===== src/hw/io_ports_cfg.svh =====
// register offsets, field positions, reset values and port count for the i/o block
`ifndef IO_PORTS_CFG_SVH
`define IO_PORTS_CFG_SVH
`define ADDR_W 12
`define PORT_A_ADDR 12'h080
`define PORT_B_ADDR 12'h081
`define PORT_C_ADDR 12'h082
`define PORT_D_ADDR 12'h083
`define CLR_RISE_ADDR 12'h089
`define CLR_FALL_ADDR 12'h08A
`define CTRL_ADDR 12'h08F
`define PORT_RESET 8'hFF
`define CTRL_RESET 8'h00
`define CTRL_WR_MASK 8'h1F
`define BIT_MODE_LO 0
`define BIT_MODE_HI 1
`define BIT_EN_FALL 2
`define BIT_EN_RISE 3
`define BIT_EN_OVF 4
`define BIT_FALL 5
`define BIT_RISE 6
`define BIT_OVF 7
`define NUM_PORTS 4
`endif


===== src/hw/io_ports_pkg.sv =====
// types shared by the i/o block and its surroundings
package io_ports_pkg;
   typedef enum logic [1:0] {
      MODE_INTERVAL = 2'h0,
      MODE_PULSE_GEN = 2'h1,
      MODE_EVENT = 2'h2,
      MODE_PULSE_WIDTH = 2'h3
   } counter_mode_e;
   // one cpu access on the internal bus
   typedef struct packed {
      logic [11:0] addr;
      logic [7:0] wdata;
      logic wr;
      logic rd;
   } cpu_req_s;
   // all pins of one 8-bit port
   typedef struct packed {
      logic [7:0] out;
      logic [7:0] oe;
   } port_drive_s;
endpackage


===== src/hw/io_ports_edge_detect_irq.sv =====
// quasi-bidirectional ports, control register, edge flags and irq merge
`include "io_ports_cfg.svh"

////////////////////////////////////////////////////////////////////////////////
// Behaviour
// - four 8-bit ports, each line independently input or output.
// - register bit 0 drives line low; 1 releases it to a passive pull-up.
// - pull-up removable per port group and for the counter line at build.
// - writing 1 makes a line an input; reads return the pin level.
// - a written pattern sets outputs: 1 high, 0 low.
// - reset loads all ones into every port register.
// - five writable control bits, three read-only status bits.
// - control bits pick counter mode and enable three interrupt sources.
// - reset clears the whole control register.
// - edge detection on port A lines 0 and 1 always runs.
// - edges up to half the phase-two rate are captured.
// - rising edge on port A line 0 sets control bit 6.
// - irq raised while bit 6 and enable bit 3 are both set.
// - any write to 089 clears the rising-edge flag, data ignored.
// - falling edge on port A line 1 sets control bit 5.
// - irq raised while bit 5 and enable bit 2 are both set.
// - any write to 08A clears the falling-edge flag, data ignored.
// - irq is the OR of three enabled flags.
// - counter overflow sets bit 7; with enable bit 4 it raises irq.
// - flag-clear addresses store nothing and read back nothing.
module io_ports_edge_detect_irq #(
   parameter logic [3:0] PULLUP_FITTED = 4'hF,
   parameter logic COUNTER_IO_LINE_PULLUP_FITTED = 1'b1
) (
   // clock and reset
   input wire logic core_clk_i,
   input wire logic nrst_i,
   // phase-two enable from the clock divider
   input wire logic phi2_en_i,
   // cpu internal bus
   input wire io_ports_pkg::cpu_req_s cpu_req_i,
   output logic [7:0] cpu_rdata_o,
   // port pins, open-drain style
   input wire logic [31:0] port_pin_i,
   output io_ports_pkg::port_drive_s [3:0] port_drive_o,
   output logic [3:0] port_pullup_o,
   output logic counter_io_line_pullup_o,
   // counter block
   input wire logic counter_ovf_i,
   input wire logic counter_ovf_clr_i,
   output io_ports_pkg::counter_mode_e counter_mode_o,
   // interrupt request to the cpu
   output logic irq_o
);
   import io_ports_pkg::*;

   logic [7:0] port_q [0:3];
   logic [31:0] pin_meta_q;
   logic [31:0] pin_sync_q;
   logic [1:0] edge_prev_q;
   logic [4:0] ctrl_q;
   logic rise_q;
   logic fall_q;
   logic ovf_q;
   logic rise_evt;
   logic fall_evt;
   logic clr_rise;
   logic clr_fall;

   ////////////////////////////////////////////////////////////////////////////
   // port registers and pin drive, one generate slice per port
   genvar gp;
   generate
      for (gp = 0; gp < `NUM_PORTS; gp++) begin : g_port
         // all ones at reset so every line starts as a released input
         always_ff @(posedge core_clk_i) begin
            if (!nrst_i) begin
               port_q[gp] <= `PORT_RESET;
            end else if (cpu_req_i.wr &&
                         cpu_req_i.addr == `PORT_A_ADDR + 12'(gp)) begin
               port_q[gp] <= cpu_req_i.wdata;
            end
         end
         // only ever pull low; a 1 leaves the line to the pull-up
         assign port_drive_o[gp].out = 8'h00;
         assign port_drive_o[gp].oe = ~port_q[gp];
         assign port_pullup_o[gp] = PULLUP_FITTED[gp];
      end
   endgenerate
   assign counter_io_line_pullup_o = COUNTER_IO_LINE_PULLUP_FITTED;

   ////////////////////////////////////////////////////////////////////////////
   // two-flop synchroniser on every pin before anything reads it
   always_ff @(posedge core_clk_i) begin
      if (!nrst_i) begin
         pin_meta_q <= 32'hFFFFFFFF;
         pin_sync_q <= 32'hFFFFFFFF;
      end else begin
         pin_meta_q <= port_pin_i;
         pin_sync_q <= pin_meta_q;
      end
   end

   ////////////////////////////////////////////////////////////////////////////
   // edge detect, sampled on phase-two so edges at half that rate are seen
   always_ff @(posedge core_clk_i) begin
      if (!nrst_i) begin
         edge_prev_q <= 2'h3;
      end else if (phi2_en_i) begin
         edge_prev_q <= pin_sync_q[1:0];
      end
   end
   // runs regardless of the line's port direction
   assign rise_evt = phi2_en_i && pin_sync_q[0] && !edge_prev_q[0];
   assign fall_evt = phi2_en_i && !pin_sync_q[1] && edge_prev_q[1];

   // command addresses: any write, data discarded
   assign clr_rise = cpu_req_i.wr && cpu_req_i.addr == `CLR_RISE_ADDR;
   assign clr_fall = cpu_req_i.wr && cpu_req_i.addr == `CLR_FALL_ADDR;

   ////////////////////////////////////////////////////////////////////////////
   // status flags; set beats a clear in the same cycle so no edge is lost
   always_ff @(posedge core_clk_i) begin
      if (!nrst_i) begin
         rise_q <= 1'b0;
      end else if (rise_evt) begin
         rise_q <= 1'b1;
      end else if (clr_rise) begin
         rise_q <= 1'b0;
      end
   end

   always_ff @(posedge core_clk_i) begin
      if (!nrst_i) begin
         fall_q <= 1'b0;
      end else if (fall_evt) begin
         fall_q <= 1'b1;
      end else if (clr_fall) begin
         fall_q <= 1'b0;
      end
   end

   // overflow flag: counter block says when to set and when to clear
   always_ff @(posedge core_clk_i) begin
      if (!nrst_i) begin
         ovf_q <= 1'b0;
      end else if (counter_ovf_i) begin
         ovf_q <= 1'b1;
      end else if (counter_ovf_clr_i) begin
         ovf_q <= 1'b0;
      end
   end

   ////////////////////////////////////////////////////////////////////////////
   // control bits; status positions ignore written data
   always_ff @(posedge core_clk_i) begin
      if (!nrst_i) begin
         ctrl_q <= 5'(`CTRL_RESET);
      end else if (cpu_req_i.wr && cpu_req_i.addr == `CTRL_ADDR) begin
         ctrl_q <= cpu_req_i.wdata[4:0];
      end
   end
   assign counter_mode_o =
      counter_mode_e'(ctrl_q[`BIT_MODE_HI:`BIT_MODE_LO]);

   ////////////////////////////////////////////////////////////////////////////
   // read data, registered; command addresses and holes read zero
   always_ff @(posedge core_clk_i) begin
      if (!nrst_i) begin
         cpu_rdata_o <= 8'h00;
      end else if (cpu_req_i.rd) begin
         unique case (cpu_req_i.addr)
            `PORT_A_ADDR: cpu_rdata_o <= pin_sync_q[7:0];
            `PORT_B_ADDR: cpu_rdata_o <= pin_sync_q[15:8];
            `PORT_C_ADDR: cpu_rdata_o <= pin_sync_q[23:16];
            `PORT_D_ADDR: cpu_rdata_o <= pin_sync_q[31:24];
            `CTRL_ADDR: cpu_rdata_o <= {ovf_q, rise_q, fall_q, ctrl_q};
            default: cpu_rdata_o <= 8'h00;
         endcase
      end
   end

   ////////////////////////////////////////////////////////////////////////////
   // level irq, held until every enabled flag clears or is masked
   always_ff @(posedge core_clk_i) begin
      if (!nrst_i) begin
         irq_o <= 1'b0;
      end else begin
         irq_o <= (ovf_q && ctrl_q[`BIT_EN_OVF])
               || (rise_q && ctrl_q[`BIT_EN_RISE])
               || (fall_q && ctrl_q[`BIT_EN_FALL]);
      end
   end
endmodule


===== config.mk =====
export PLATFORM = sky130hd
export DESIGN_NAME = io_ports_edge_detect_irq
export DESIGN_NICKNAME = d
export VERILOG_FILES = /design/src/hw/io_ports_pkg.sv /design/src/hw/io_ports_edge_detect_irq.sv
export VERILOG_INCLUDE_DIRS = /design/src /design/src/hw
export SDC_FILE = /design/constraint.sdc
export NUM_CORES = 1
export LEC_CHECK = 0
export ABC_CLOCK_PERIOD_IN_PS = 3440
export BUFFER_PORTS_ARGS = -buffer_cell sky130_fd_sc_hd__buf_4
export CAP_MARGIN = 40
export CORE_ASPECT_RATIO = 0.9
export CORE_MARGIN = 2
export CORE_UTILIZATION = 57
export CTS_BUF_LIST = sky130_fd_sc_hd__clkbuf_2 sky130_fd_sc_hd__clkbuf_4 sky130_fd_sc_hd__clkbuf_8
export DETAILED_ROUTE_END_ITERATION = 16
export GPL_TIMING_DRIVEN = 0
export PLACE_DENSITY = 0.87
export SLEW_MARGIN = 20
export SYNTH_ARGS = -nofsm -noshare
export SYNTH_HDL_FRONTEND = slang
export SYNTH_SLANG_ARGS = --single-unit
export TNS_END_PERCENT = 5

===== constraint.sdc =====
create_clock -name core_clk_i -period 3.44 [get_ports core_clk_i]
set_input_delay 0.172 -clock core_clk_i [delete_from_list [all_inputs] [get_ports core_clk_i]]
set_output_delay 0.172 -clock core_clk_i [all_outputs]
set_load 0.01 [all_outputs]

==> out/results.ini, run 1 <==
[status]
outcome = complete, no violations

[timing]
finalCritPeriodShare = 0.579
rsz0062_at_grt = no
drv_slew = 0
layout_min_cycle_time_ns = 1.99
hold_viol_final = 0
relSlewSlack = 0.509
clock_skew_ns = 0.00846
tightest_slew_ns = 0.732
finalSetupViolations = 0
finalSetupTns_ns = 0
max_freq_mhz = 502

[synthesis]
synth-main-ff-cell = dfxtp_1
synth_area_mm2 = 0.00457
yosysWarningCount = 0
syn_avg_cell_area_um2 = 11.4
synthTopCellsByArea = dfxtp_1, edfxtp_1, nand2b_1
yosysTopAreaCell = dfxtp_1
ys_seq_area_frac = 0.574
synth_commonest_cells = dfxtp_1, nand2b_1, buf_4
postSynthCellCount = 400
async_flop_share = 0
synth_cell_types = 36
synth_top_area_share = 0.363
synth_most_common_cell = dfxtp_1
synth_edf_count = 32
synth-seq-cells = 115

[placed_design]
dp.cells = 632
hpwl_um = 7030
io_buffers = 99
gp_congestion = 0.850

[cts]
clk_latency_ns = 0.42
cts_buffer_depth = 2
post_cts_buffers = 0
clock-root-buffer = clkbuf_8
cts_buffers = 17
cts_sinks = 115
cts_tree = done
htree_num_levels = 4
cts_resized = 0
cts.clk_slew.worst_paths_ns = 0.06

[die]
io_pins = 139
die-area_mm2 = 0.00875
dieHeight_um = 89.0
die_x_um = 98.4
start_util = 0.597
core.rowCount = 30
core_mm2 = 0.00766

[worst_setup_path]
crit_path_max_incr_delay_ns = 0.64
arrival_ns = 2.12
critical_path_class = in -> reg
cpMostUsedCell = buf_2
rrSetupSlack_ns = 2.19
worstPathCellList = buf_4, nor4_4, buf_2, nand4_1, o21ai_0, buf_2
cp.required_ns = 3.56
critPathLaunchType = input pin
slowest_stage = o21ai_0
critPathMaxFanout = 10
worstSetupEndpointType = flop

[routing]
dr.pass1.iters = 4
first_iter_violations = 217
via_count = 3428
routedWlPerCell_um = 16.5
ant_nets = 0
viasPerCell = 4.91
drcViolationCount = 0
routed_wl_um = 11500

[layout]
syn2layout_area_growth_pct = 38.6
fin_util = 0.828
stdcell_count = 698
antenna_cells = 0
num-fill-cells = 411
nets = 649
drive_gt1_frac = 0.344

[power_and_ir_drop]
power.density_mw_per_mm2 = 481
ir_worst_vdd_mv = 0.422
leakage_nw = 2.83

[grt]
grt_pass1_vias = 3479
antenna_found_initial = 0
gr-total-overflow = 0
grt_pass1_wl_um = 17500
grt_usage = 0.270
grt_max_degree = 17

[min_path]
hold_path_class = in -> reg

[flow_run]
maxCapViolCount = 0

[sequential cells by signal, summed over array words and instances, names as in the netlist]
name and cells:
irq_o 1, port_q 32, cpu_rdata_o 8, edge_prev_q 2, pin_sync_q 32, fall_q 1, ovf_q 1, rise_q 1
pin_meta_q 32, ctrl_q 5
[cells by family (layout without fill, tap and decap cells)]
| logic type | Yosys count | in the layout | share of synthesized area |
|---|---|---|---|
| simple gates | 156 | 156 | 0.226 |
| buf+inv | 91 | 258 | 0.112 |
| flops | 115 | 115 | 0.574 |
| mux | 15 | 15 | 0.0547 |
| compound gates | 21 | 21 | 0.0315 |
| other cells | 2 | 37 | 0.00164 |
[area by class of cell]
class / instances / area, um2 / area share
flip-flops and latches: 115 / 2620 / 0.414
multi-input cells: 229 / 1580 / 0.249
repair buffers: 136 / 1100 / 0.174
plain buffers: 59 / 393 / 0.0620
clock buffers: 21 / 270 / 0.0426
clock inverters: 10 / 134 / 0.0211
inverters: 32 / 120 / 0.0189
well taps: 96 / 120 / 0.0189
[worst paths after layout]
check                                     from        endpoint  cells after the start
worst min-delay path              cpu_req_i[2]       ctrl_q[0]                      3
worst max register to register   pin_sync_q[0]  cpu_rdata_o[0]                      3
worst min register to register  pin_meta_q[20]  pin_sync_q[20]                      1
worst max-delay path             cpu_req_i[19]    port_q[1][0]                      6
[routing by layer]
| metal | wire length [um] | vias to the layer above | track usage |
|---|---|---|---|
| li1 | - | 1638 | - |
| met1 | 4170 | 1610 | 0.287 |
| met2 | 6170 | 156 | 0.507 |
| met3 | 867 | 24 | 0.0876 |
| met4 | 297 | 0 | 0.106 |
| met5 | 0 | - | 0 |
[power breakdown]
part           internal, mW  leakage (nW)  switching, mW  total (mW)
clock                 0.751         0.206          0.512        1.26
sequential             1.45          1.01         0.0209        1.47
combinational         0.169          1.61          0.146       0.316
total                  2.37          2.83          0.679        3.05
[critical path, delay by kind of cell]
family / cells / cell delay, ns
compound gates: 1 / 0.64
buf+inv: 3 / 0.71
simple gates: 2 / 0.59
[layout by cell type (no fill, tap or decap), types with 11 or more instances in the layout]
master and n:
dlygate4sd3_1 34, edfxtp_1 32, nand4_1 15, conb_1 37, buf_4 141, clkbuf_1 11
dfxtp_1 83, nand2b_1 65, or2_1 27, nand2_1 17, inv_1 32, clkbuf_8 18
[through the flow]
stage	hold WS, ns	total power [mW]	setup WS, ns	area, um2
5_1_grt	0.0224	3.14	1.39	6340
6_report	0.0372	3.05	1.45	6340
4_1_cts	0.0204	3.04	1.54	6330
2_1_floorplan	0.273	1.64	1.45	4700
3_3_place_gp	0.356	1.75	0.874	5570
3_5_place_dp	0.358	1.77	1.20	5590
[repair_timing]
action	4_1_cts	5_1_grt
endpoints found under the hold margin	34	0
hold buffers	34	0
setup endpoints to repair	0	0
Note: power is estimated with default switching activity, not from simulation.
==> inputs of run 2 (changes only) <==
- ABC_AREA: not set -> 1
- ABC_CLOCK_PERIOD_IN_PS: 3440 -> 1800
- CORE_UTILIZATION: 57 -> 48
- PLACE_DENSITY: 0.87 -> 0.78
- clock period: 3.44 -> 1.8 ns (I/O delays scaled with it)
==> run 2 against run 1 <==
  * Sequential power is 91% higher
  * Final cell count increased by 17%
  * Cell area up 0.63%
  * Sequential share of layout area is 0.26 points lower
  * Clock power rose by 64%
  * Sequential cell count unchanged
  * Via count increased by 5.2%
  * Non-clock buffer count up 6
==> out/results.ini, run 2 <==
[status]
outcome = complete, no violations

[die]
io_pins = 139
core_mm2 = 0.00917
dieHeight_um = 96.2
start_util = 0.494
die-area_mm2 = 0.0102
core.rowCount = 33
die_x_um = 106

[grt]
antenna_found_initial = 0
grt_pass1_wl_um = 15400
grt_max_degree = 17
grt_pass1_vias = 3567
gr-total-overflow = 0
grt_usage = 0.197

[layout]
drive_gt1_frac = 0.375
antenna_cells = 0
stdcell_count = 815
syn2layout_area_growth_pct = 40.8
fin_util = 0.696
nets = 739
reg_top3 = pin_meta_q x32, pin_sync_q x32, port_q x32
layout_common_cells = buf_4, dfxtp_1, nand2_1, or2_2, inv_1
layout_commonest_cell = buf_4

[synthesis]
synthTopCellsByArea = dfxtp_1, edfxtp_1, or2_2
ys_seq_area_frac = 0.579
synth_cell_types = 22
synth_top_area_share = 0.367
synth_commonest_cells = dfxtp_1, nand2_1, or2_2
postSynthCellCount = 478
synth-main-ff-cell = dfxtp_1
yosysWarningCount = 0
synth-seq-cells = 115
async_flop_share = 0
synth_area_mm2 = 0.00453
yosysTopAreaCell = dfxtp_1
syn_avg_cell_area_um2 = 9.48
synth_most_common_cell = dfxtp_1
synth_edf_count = 32

[timing]
rsz0062_at_grt = no
finalSetupViolations = 0
clock_skew_ns = 0.00779
relSlewSlack = 0.661
worst_slack_ns = 0.303
max_freq_mhz = 668
finalCritPeriodShare = 0.832
tightest_slew_ns = 0.508
hold_viol_final = 0
drv_slew = 0
layout_min_cycle_time_ns = 1.50

[placed_design]
dp.cells = 740
io_buffers = 101
hpwl_um = 6970
gp_congestion = 0.818
dp_slack_ns = -0.125

[worst_setup_path]
slowest_stage = nor2_2
crit_path_max_incr_delay_ns = 0.38
arrival_ns = 1.62
critPathLaunchType = input pin
reg2regPathDepth = 3
regToRegEndpoint = ovf_q
worstPathCellList = buf_4, inv_1, nand2_4, nor2_2, nand2_2, o21ai_0, buf_2
r2r_start = ovf_q
worstSetupEndpointType = flop
rrSetupSlack_ns = 0.58
path_buf_inv = 3
cp.required_ns = 1.92
crit_family = simple AND/OR/NAND/NOR gates
critical_path_class = in -> reg
critPathMaxFanout = 9

[routing]
viasPerCell = 4.42
dr.pass1.iters = 5
drcViolationCount = 0
routed_wl_um = 9700
first_iter_violations = 157
ant_nets = 0
routedWlPerCell_um = 11.9
via_count = 3605

[power_and_ir_drop]
leakage_nw = 3.01
power.density_mw_per_mm2 = 855
ir_worst_vdd_mv = 0.608

[cts]
clock-root-buffer = clkbuf_8
hold_buffers = 43
post_cts_buffers = 0
clk_latency_ns = 0.42
cts_resized = 0
cts_buffer_depth = 2
cts_tree = done
cts_sinks = 115
htree_num_levels = 4
cts.clk_slew.worst_paths_ns = 0.07
cts_buffers = 17

[min_path]
min_path_cells = 3
hp-start = cpu_req_i[5]
hold_path_class = in -> reg
whs_endpoint = port_q[3][3]

[flow_run]
maxCapViolCount = 0

-- run 2: cell count changes after synthesis, moves of 15 or more --
| cell | change |
|---|---|
| nand3_1 | +38 |
| a21oi_1 | +17 |
| nand4_1 | -15 |
| nand2_1 | +53 |
| or2_2 | +59 |
| or2_1 | -27 |
| nand2b_1 | -65 |
| inv_1 | +31 |
-- run 2: cell type report --
cell class,count,area (um2)
plain buffers,53,368
clock buffers,20,275
clock inverters,12,78.8
fillers,719,2790
inverters,64,240
multi-input cells,281,1430
flip-flops and latches,115,2620
well taps,122,153
repair buffers,148,1210
-- run 2: through the flow --
| stage | setup TNS, ns | cell area, um2 | hold WS, ns | power, mW |
|---|---|---|---|---|
| 6_report | 0 | 6380 | 0.0260 | 5.45 |
| 2_1_floorplan | 0 | 4660 | 0.197 | 3.13 |
| 5_1_grt | 0 | 6380 | 0.0213 | 5.65 |
| 4_1_cts | 0 | 6380 | 0.00979 | 5.49 |
| 3_5_place_dp | -1.03 | 5590 | 0.279 | 3.36 |
| 3_3_place_gp | -8.79 | 5570 | 0.279 | 3.34 |
-- run 2: power breakdown --
| group | internal [mW] | switching (mW) |
|---|---|---|
| clock | 1.06 | 1.01 |
| sequential | 2.77 | 0.0388 |
| combinational | 0.320 | 0.253 |
-- run 2: worst register-to-register path, stage by stage (launching register included) --
cell and delay [ns]:
dfxtp_1 0.34, a21oi_1 0.14, dlygate4sd3_1 0.57, nor2_1 0.04
-- run 2: layer usage --
layer	global-route usage	up-vias	routed length [um]	part of all wire
met5	0	-	0	0
met4	0.0909	0	262	0.027
met3	0.0521	24	640	0.066
met2	0.384	143	5030	0.52
met1	0.197	1619	3770	0.39
li1	-	1819	-	-
-- run 2: how the worst max path moves through the flow --
stage                     depth (start not counted)           from            to
after detailed placement                          7  cpu_req_i[13]  port_q[1][7]
after global placement                            6  cpu_req_i[13]  port_q[1][5]
after floorplan                                   5  cpu_req_i[13]  port_q[3][0]
final                                             7  cpu_req_i[13]  port_q[1][6]
after global routing                              7  cpu_req_i[13]  port_q[1][0]
after CTS                                         7  cpu_req_i[13]  port_q[1][6]
-- run 2: kinds of logic after synthesis --
logic type      share of synthesized area
compound gates                     0.0420
other cells                       0.00166
buf+inv                             0.134
simple gates                        0.244
flops                               0.579
